### config.mk
export PLATFORM = sky130hd
export DESIGN_NAME = awc_top
export DESIGN_NICKNAME = d
export VERILOG_FILES = /design/src/verilog/awc_pkg.sv /design/src/verilog/awc_window.sv /design/src/verilog/awc_top.sv
export SDC_FILE = /design/constraint.sdc
export NUM_CORES = 1
export LEC_CHECK = 0
export ABC_AREA = 1
export ABC_CLOCK_PERIOD_IN_PS = 2360
export BUFFER_PORTS_ARGS = -buffer_cell sky130_fd_sc_hd__buf_4
export CORE_MARGIN = 1
export CORE_UTILIZATION = 30
export DETAILED_ROUTE_END_ITERATION = 8
export GPL_TIMING_DRIVEN = 0
export PLACE_DENSITY = 0.56
export SLEW_MARGIN = 0
export SYNTH_ARGS = -nofsm -noshare
export SYNTH_HDL_FRONTEND = slang
export SYNTH_HIERARCHICAL = 1
export SYNTH_SLANG_ARGS = --single-unit
### constraint.sdc
create_clock -name clk -period 2.36 [get_ports clk]
set_input_delay 0 -clock clk [delete_from_list [all_inputs] [get_ports clk]]
set_output_delay 0 -clock clk [all_outputs]
set_load 0.02 [all_outputs]
### src/verilog/awc_pkg.sv
// Function
// - Low-byte read returns accumulator bits 7:0 after justification formatting.
// - Low-byte write loads the accumulator low byte directly.
// - With shifting on, low-byte upper bits come from the high byte's low bits.
// - Detector compares every result against both programmed limits.
// - Detector reports through a flag in the control register, pollable or interrupt.
// - Less-than limit is 16 bits in two bytes; high byte resets to zeros.
// - Inside test flags when result exceeds greater-than and is below less-than.
// - Outside test flags when result is below lower or above upper limit.
// - Inside or outside depends only on the limit values, no mode bit.
// - Single-ended code is 10-bit unsigned; compare uses the justified form.
// - Left-justified words compare against limits exactly as written.
// - Channel select register routes one positive input to the converter.
// - High-byte read returns accumulator bits 15:8 after formatting.
`default_nettype none
package awc_pkg;
  // ==========================================================================
  // Register addresses.
  localparam logic [7:0] ADDR_CONTROL    = 8'hE8;
  localparam logic [7:0] ADDR_CHANNEL    = 8'hBB;
  localparam logic [7:0] ADDR_JUSTIFY    = 8'hBC;
  localparam logic [7:0] ADDR_RES_LOW    = 8'hBD;
  localparam logic [7:0] ADDR_RES_HIGH   = 8'hBE;
  localparam logic [7:0] ADDR_GT_LOW     = 8'hC3;
  localparam logic [7:0] ADDR_GT_HIGH    = 8'hC4;
  localparam logic [7:0] ADDR_LT_LOW     = 8'hC5;
  localparam logic [7:0] ADDR_LT_HIGH    = 8'hC6;
  // ==========================================================================
  // Reset values and fields.
  localparam logic [7:0] RST_GT_HIGH     = 8'hFF;
  localparam logic [7:0] RST_GT_LOW      = 8'hFF;
  localparam logic [7:0] RST_LT_HIGH     = 8'h00;
  localparam logic [7:0] RST_LT_LOW      = 8'h00;
  localparam logic [4:0] RST_CHANNEL     = 5'h1F;
  localparam logic [2:0] RST_JUSTIFY     = 3'h0;
  localparam logic [15:0] RST_RESULT     = 16'h0000;
  localparam logic [7:0] RST_CONTROL     = 8'h00;
  localparam int         CTL_WINDOW_BIT  = 3;
  localparam int         CTL_SYNC_BIT    = 0;
  // Justify codes: 0 right, 1..3 right with shift by 1..3, 4 left justified.
  localparam logic [2:0] JST_LEFT        = 3'h4;
endpackage
`default_nettype wire

### src/verilog/awc_window.sv
`timescale 1ns/10ps
`default_nettype none
module awc_window (
  // Operands
  input  wire logic [15:0] result,
  input  wire logic [15:0] greater_than_limit,
  input  wire logic [15:0] less_than_limit,
  // Outcome
  output logic             hit
);
  import awc_pkg::*;
  // ==========================================================================
  // Pure comparison; the mode follows from the limit values alone.
  always_comb begin
    if (less_than_limit > greater_than_limit) begin
      hit = (result > greater_than_limit) && (result < less_than_limit);
    end else begin
      hit = (result < less_than_limit) || (result > greater_than_limit);
    end
  end
endmodule
`default_nettype wire

### src/verilog/awc_top.sv
`timescale 1ns/10ps
`default_nettype none
module awc_top (
  // Clock and reset
  input  wire logic        clk,
  input  wire logic        resetn,
  // Special-function-register bus
  input  wire logic [7:0]  sfr_addr,
  input  wire logic        sfr_wr,
  input  wire logic        sfr_rd,
  input  wire logic [7:0]  sfr_wdata,
  output logic      [7:0]  sfr_rdata,
  // Converter result path
  input  wire logic        conv_done,
  input  wire logic [15:0] conv_data,
  // Status and control outputs
  output logic             window_flag,
  output logic      [4:0]  channel_select,
  output logic             sync_mode
);
  import awc_pkg::*;
  // ==========================================================================
  // Reset release.
  // The reset copy rises on the second edge, so every register leaves
  // reset on the same clock edge and never inside a setup window.
  logic rst_meta;
  logic rst_n;
  always_ff @(posedge clk or negedge resetn) begin
    if (!resetn) begin
      rst_meta <= 1'b0;
      rst_n    <= 1'b0;
    end else begin
      rst_meta <= 1'b1;
      rst_n    <= rst_meta;
    end
  end
  // ==========================================================================
  // Register state.
  logic [15:0] accum;
  logic [15:0] gt_lim;
  logic [15:0] lt_lim;
  logic [2:0]  justify_shift_select;
  logic [7:0]  control;
  logic [4:0]  chan;
  logic [7:0]  rdata;
  logic        eval_pend;
  logic [15:0] next_accum;
  logic [15:0] next_gt_lim;
  logic [15:0] next_lt_lim;
  logic [2:0]  next_justify;
  logic [7:0]  next_control;
  logic [4:0]  next_chan;
  logic [7:0]  next_rdata;
  logic        next_eval_pend;
  logic [15:0] formatted;
  logic        hit;
  // Formatting of the accumulator as software reads it.
  // Codes 5 to 7 fall back to a plain shift, so no code leaves the read
  // path undefined; software should use only the documented codes.
  always_comb begin
    if (justify_shift_select == JST_LEFT) begin
      formatted = {accum[9:0], 6'h00};
    end else begin
      formatted = accum >> justify_shift_select[1:0];
    end
  end
  // ==========================================================================
  // Window comparison.
  awc_window awc_window_inst (
    .result             (formatted),
    .greater_than_limit (gt_lim),
    .less_than_limit    (lt_lim),
    .hit                (hit)
  );
  // ==========================================================================
  // Next-state logic. A new result beats a same-cycle software write so no
  // conversion is lost; software must keep off the low byte while sync is set.
  always_comb begin
    next_accum     = accum;
    next_gt_lim    = gt_lim;
    next_lt_lim    = lt_lim;
    next_justify   = justify_shift_select;
    next_control   = control;
    next_chan      = chan;
    next_rdata     = rdata;
    next_eval_pend = 1'b0;
    // Unmapped writes fall through and change nothing.
    if (sfr_wr) begin
      unique case (sfr_addr)
        ADDR_RES_LOW:  next_accum[7:0]   = sfr_wdata;
        ADDR_RES_HIGH: next_accum[15:8]  = sfr_wdata;
        ADDR_GT_LOW:   next_gt_lim[7:0]  = sfr_wdata;
        ADDR_GT_HIGH:  next_gt_lim[15:8] = sfr_wdata;
        ADDR_LT_LOW:   next_lt_lim[7:0]  = sfr_wdata;
        ADDR_LT_HIGH:  next_lt_lim[15:8] = sfr_wdata;
        ADDR_JUSTIFY:  next_justify      = sfr_wdata[2:0];
        ADDR_CHANNEL:  next_chan         = sfr_wdata[4:0];
        ADDR_CONTROL:  next_control      = sfr_wdata;
        default: begin
        end
      endcase
    end
    if (conv_done) begin
      next_accum     = conv_data;
      next_eval_pend = 1'b1;
    end
    // Set wins over a software clear in the same cycle.
    if (eval_pend && hit) begin
      next_control[CTL_WINDOW_BIT] = 1'b1;
    end
    // Read data is registered and held until the next read strobe.
    if (sfr_rd) begin
      unique case (sfr_addr)
        ADDR_RES_LOW:  next_rdata = formatted[7:0];
        ADDR_RES_HIGH: next_rdata = formatted[15:8];
        ADDR_GT_LOW:   next_rdata = gt_lim[7:0];
        ADDR_GT_HIGH:  next_rdata = gt_lim[15:8];
        ADDR_LT_LOW:   next_rdata = lt_lim[7:0];
        ADDR_LT_HIGH:  next_rdata = lt_lim[15:8];
        ADDR_JUSTIFY:  next_rdata = {5'h00, justify_shift_select};
        ADDR_CHANNEL:  next_rdata = {3'h0, chan};
        ADDR_CONTROL:  next_rdata = control;
        default:       next_rdata = 8'h00;
      endcase
    end
  end
  always_ff @(posedge clk or negedge rst_n) begin
    if (!rst_n) begin
      accum                <= RST_RESULT;
      gt_lim               <= {RST_GT_HIGH, RST_GT_LOW};
      lt_lim               <= {RST_LT_HIGH, RST_LT_LOW};
      justify_shift_select <= RST_JUSTIFY;
      control              <= RST_CONTROL;
      chan                 <= RST_CHANNEL;
      rdata                <= 8'h00;
      eval_pend            <= 1'b0;
    end else begin
      accum                <= next_accum;
      gt_lim               <= next_gt_lim;
      lt_lim               <= next_lt_lim;
      justify_shift_select <= next_justify;
      control              <= next_control;
      chan                 <= next_chan;
      rdata                <= next_rdata;
      eval_pend            <= next_eval_pend;
    end
  end
  // ==========================================================================
  // Outputs.
  assign sfr_rdata      = rdata;
  assign window_flag    = control[CTL_WINDOW_BIT];
  assign channel_select = chan;
  assign sync_mode      = control[CTL_SYNC_BIT];
  // ==========================================================================
  // Flag checks. The flag moves only on a pending compare or a control write;
  // a set from the detector wins over a clear in the same cycle.
  flag_sets_a: assert property (@(posedge clk) disable iff (!rst_n)
    eval_pend && hit |=> window_flag) else $error("window flag not set");
  flag_holds_a: assert property (@(posedge clk) disable iff (!rst_n)
    window_flag && !(sfr_wr && sfr_addr == ADDR_CONTROL) |=> window_flag)
    else $error("window flag dropped");
  flag_clear_a: assert property (@(posedge clk) disable iff (!rst_n)
    sfr_wr && sfr_addr == ADDR_CONTROL && !sfr_wdata[CTL_WINDOW_BIT] && !(eval_pend && hit) |=> !window_flag)
    else $error("window flag not cleared");
  no_spur_a: assert property (@(posedge clk) disable iff (!rst_n)
    !window_flag && !(eval_pend && hit) && !(sfr_wr && sfr_addr == ADDR_CONTROL) |=> !window_flag)
    else $error("window flag spurious");
  eval_once_a: assert property (@(posedge clk) disable iff (!rst_n)
    !conv_done |=> !eval_pend)
    else $error("compare pending without a new result");
  new_result_a: assert property (@(posedge clk) disable iff (!rst_n)
    conv_done |=> eval_pend && accum == $past(conv_data)) else $error("result not loaded");
  inside_hit_a: assert property (@(posedge clk) disable iff (!rst_n)
    lt_lim > gt_lim |-> hit == (formatted > gt_lim && formatted < lt_lim))
    else $error("inside compare wrong");
  outside_hit_a: assert property (@(posedge clk) disable iff (!rst_n)
    lt_lim <= gt_lim |-> hit == (formatted < lt_lim || formatted > gt_lim))
    else $error("outside compare wrong");
  // ==========================================================================
  // Register checks. Writes land on the next edge; read data stands until
  // the next read strobe.
  low_write_a: assert property (@(posedge clk) disable iff (!rst_n)
    sfr_wr && sfr_addr == ADDR_RES_LOW && !conv_done |=> accum[7:0] == $past(sfr_wdata))
    else $error("low byte write lost");
  high_write_a: assert property (@(posedge clk) disable iff (!rst_n)
    sfr_wr && sfr_addr == ADDR_RES_HIGH && !conv_done |=> accum[15:8] == $past(sfr_wdata))
    else $error("high byte write lost");
  gt_high_write_a: assert property (@(posedge clk) disable iff (!rst_n)
    sfr_wr && sfr_addr == ADDR_GT_HIGH |=> gt_lim[15:8] == $past(sfr_wdata))
    else $error("greater-than high byte write lost");
  gt_low_write_a: assert property (@(posedge clk) disable iff (!rst_n)
    sfr_wr && sfr_addr == ADDR_GT_LOW |=> gt_lim[7:0] == $past(sfr_wdata))
    else $error("greater-than low byte write lost");
  lt_high_write_a: assert property (@(posedge clk) disable iff (!rst_n)
    sfr_wr && sfr_addr == ADDR_LT_HIGH |=> lt_lim[15:8] == $past(sfr_wdata))
    else $error("less-than high byte write lost");
  lt_low_write_a: assert property (@(posedge clk) disable iff (!rst_n)
    sfr_wr && sfr_addr == ADDR_LT_LOW |=> lt_lim[7:0] == $past(sfr_wdata))
    else $error("less-than low byte write lost");
  justify_write_a: assert property (@(posedge clk) disable iff (!rst_n)
    sfr_wr && sfr_addr == ADDR_JUSTIFY |=> justify_shift_select == $past(sfr_wdata[2:0]))
    else $error("justify select write lost");
  channel_write_a: assert property (@(posedge clk) disable iff (!rst_n)
    sfr_wr && sfr_addr == ADDR_CHANNEL |=> channel_select == $past(sfr_wdata[4:0]))
    else $error("channel select write lost");
  control_write_a: assert property (@(posedge clk) disable iff (!rst_n)
    sfr_wr && sfr_addr == ADDR_CONTROL && !(eval_pend && hit) |=> control == $past(sfr_wdata))
    else $error("control write lost");
  low_read_a: assert property (@(posedge clk) disable iff (!rst_n)
    sfr_rd && sfr_addr == ADDR_RES_LOW |=> sfr_rdata == $past(formatted[7:0]))
    else $error("low byte read wrong");
  high_read_a: assert property (@(posedge clk) disable iff (!rst_n)
    sfr_rd && sfr_addr == ADDR_RES_HIGH |=> sfr_rdata == $past(formatted[15:8]))
    else $error("high byte read wrong");
  rdata_hold_a: assert property (@(posedge clk) disable iff (!rst_n)
    !sfr_rd |=> $stable(sfr_rdata))
    else $error("read data changed without a read");
  // ==========================================================================
  // Coverage of the main scenarios.
  inside_cov: cover property (@(posedge clk) disable iff (!rst_n) eval_pend && hit && lt_lim > gt_lim);
  outside_cov: cover property (@(posedge clk) disable iff (!rst_n) eval_pend && hit && lt_lim <= gt_lim);
  left_cov: cover property (@(posedge clk) disable iff (!rst_n) conv_done && justify_shift_select == JST_LEFT);
  clear_cov: cover property (@(posedge clk) disable iff (!rst_n) window_flag ##1 !window_flag);
  set_clear_cov: cover property (@(posedge clk) disable iff (!rst_n) eval_pend && hit && sfr_wr && sfr_addr == ADDR_CONTROL);
endmodule
`default_nettype wire

==> results.cfg <==
[route]
ant_nets = 0
first_iter_violations = 357
viasPerCell = 4.81
wl_per_cell_um = 16.0
drt-total-wl_um = 17400
dr_total_vias = 5224
drt_pass1_iterations = 7
drc_errors = 2

[placed_design]
gp_congestion = 0.933
post-dp-hpwl_um = 13400
port_buffers = 49
preCtsSetupSlack_ns = -0.409
dp_cells = 1036

[timing]
tightest_slew_ns = 0.523
slew_headroom_pct = 65.1
rsz0062_at_grt = yes
final_max_slew_viol_count = 0
hold_violations = 0
finalWorstSetupSlack_ns = -0.214
fmax_ghz = 0.389
period_share_pct = 109
setup_violations = 1
finalCriticalPeriod_ns = 2.57
finClkSkew_ns = 0.00396
hold_slack_ns = 0.102

[global_routing]
grt_first_pass_wirelength_um = 27800
grt_antenna_before_repair = 0
grt.overflow.total = 0
grt_pass1_vias = 4984
grt_usage_pct = 19.0
grt_max_degree = 48

[layout]
final_common_cell = nand2_1
nNetsFinal = 936
area_growth_pct = 27.1
n_antenna_cell = 0
drive_gt1_share_pct = 24.4
finalNonFillerCells = 1086
fillers = 1875
layout_common_cells = nand2_1, inv_1, buf_4, nand3_1, dfrtp_1
seq_area_um2 = 1910
multiInputGateArea_um2 = 3330

[synth]
syn-num-nets = 841
synth_cell_types = 37
syn_area_per_cell_um2 = 7.35
synth_seq_area_share_pct = 34.2
synth_cells = 757
yosys_warnings = 6
netlist_area_um2 = 5560
synth-seq-cells = 75

[critical_path]
cp.arrival_ns = 2.79
r2r_slack_ns = -0.21
max_stage_delay_ns = 0.41
critPathBufInv = 4
crit_fanout = 7
crit_top_cell = nand2_1
path_cells = buf_6 -> nor2_4 -> nand2_4 -> clkinvlp_4 -> buf_4 -> nand2_4 -> nand3_4 -> ha_1 -> nand2_1 -> nor2_2 -> nand2_2 -> nor2_4 -> inv_1 -> nand2_1 -> nand2_1 -> nand2_1 -> nand2_2 -> a22oi_2 -> o21ai_2
critPathKind = flop to flop
slowest_stage = dfrtp_1
critPathCaptureType = flop
required_ns = 2.58
cp_top_family = simple AND/OR/NAND/NOR gates
cp-start-kind = flop

[power_and_ir_drop]
power.internal_uw = 2720
seq_power_share_pct = 37.7
comb_power_share_pct = 23.8
clkPwrFrac_pct = 38.4
swShare_pct = 31.2
ir_drop_v = 0.000575
power_switching_uw = 1230
power_uw = 3950
power-per-cell-area_nw_per_um2 = 559
p_leak_uw = 0.00339

[clock_tree]
cts_buffers = 9
cts_buffer_depth = 2
htreeDepth = 3
clkTransAtPathRegs_ns = 0.06
clkLatencyLatePin_ns = 0.34
cts_sinks = 75
cts_tree = done
clockRootBuffer = clkbuf_16

[floorplanning]
num_io_pins = 52
die_w_um = 138
initial_core_util_pct = 30.8
die_h_um = 138
dieArea_um2 = 19100
coreArea_um2 = 18100
std_cell_rows = 49

[min_path]
min_path_type = primary input to flop

[run]
cap_violations = 0

[run_status]
violations = DRC, setup timing
status = finished with violations
==> path summary, 6_finish.rpt <==
kind                                         start                end  depth (start not counted)
setup / recovery           justify_shift_select[0]         control[3]                         19
setup reg to reg           justify_shift_select[0]         control[3]                         19
hold reg to reg                              rst_n          accum[13]                          0
min in group asynchronous                    rst_n          accum[13]                          0
max in group asynchronous                    rst_n          gt_lim[7]                          1
hold / removal                              sfr_wr  channel_select[2]                          3
==> kinds of logic after synthesis <==
group,synth area share [%]
simple gates,32.4
other cells,0.0674
compound gates,13.6
buf+inv,9.17
fa+ha+maj,10.6
flops,34.2
==> layer usage <==
metal  track usage (%)  share of wire, %
met2              30.1                45
met1              26.5                49
met3              2.01               3.5
met4              7.98               2.9
met5                 0                 0
==> worst register-to-register path: stages (launching register included) <==
cell        delay, ns
dfrtp_1          0.41
buf_6            0.15
nor2_4           0.04
nand2_4          0.11
clkinvlp_4       0.14
buf_4            0.16
nand2_4          0.06
nand3_4          0.11
ha_1             0.31
nand2_1          0.07
nor2_2           0.15
nand2_2          0.10
nor2_4           0.09
inv_1            0.04
nand2_1          0.05
nand2_1          0.05
nand2_1          0.06
nand2_2          0.10
a22oi_2          0.19
o21ai_2          0.07
==> Yosys cell counts (all sizes together) <==
library cell	instances	area share, %
nand2	261	18
inv	82	5.6
nand3	78	7.6
o21ai	62	6.5
nor2	58	5.6
dfrtp	54	24
ha	47	11
a21oi	46	4.6
dfstp	21	9.9
buf	19	3.3
o21a	14	1.9
clkbuf	3	0.20
clkinv	2	0.13
nand4	2	0.22
o211ai	2	0.27
a21o	1	0.13
a22oi	1	0.13
conb	1	0.067
nor3	1	0.18
nor4	1	0.38
or2	1	0.11
==> flip-flops by register name, indices dropped and copies added, names as in the netlist <==
| name | cells |
|---|---|
| accum | 16 |
| justify_shift_select | 3 |
| channel_select | 5 |
| lt_lim | 16 |
| control | 8 |
| gt_lim | 16 |
| eval_pend | 1 |
| rst_meta | 1 |
| rst_n | 1 |
| sfr_rdata | 8 |
==> power by group through the flow <==
stage                     sequential (µW)  combinational [µW]  clock (µW)
after floorplan                      1480                 562           0
after global placement               1520                 800           0
after detailed placement             1510                 832           0
after CTS                            1490                 935        1530
after global routing                 1500                1060        1590
final                                1490                 941        1520
==> repair_timing <==
item                       CTS  global route
setup endpoints to repair    1             1
hold endpoints to repair    32             0
cloned                       2             0
hold buffers                23             0
resized for setup           35             3
setup buffers                9             0
pin swaps                   21             6
==> per-stage QoR <==
step	instance area, µm²	util [%]	TNS (ns)
after floorplan	5560	-	0
after global placement	6220	34.4	-45.19
after detailed placement	6250	34.6	-0.409
after CTS	7060	39.0	-0.206
after global routing	7070	39.1	-0.394
final	7070	39.1	-0.214
==> final cells by class <==
class | instances | area share, %
inverters | 84 | 4.53
clock buffers | 11 | 3.43
repair inverters | 1 | 0.106
well taps | 229 | 4.05
flip-flops and latches | 75 | 27.0
plain buffers | 22 | 2.78
clock inverters | 5 | 1.19
multi-input cells | 576 | 47.1
repair buffers | 83 | 9.87
Note: power is estimated with default switching activity, not from simulation.
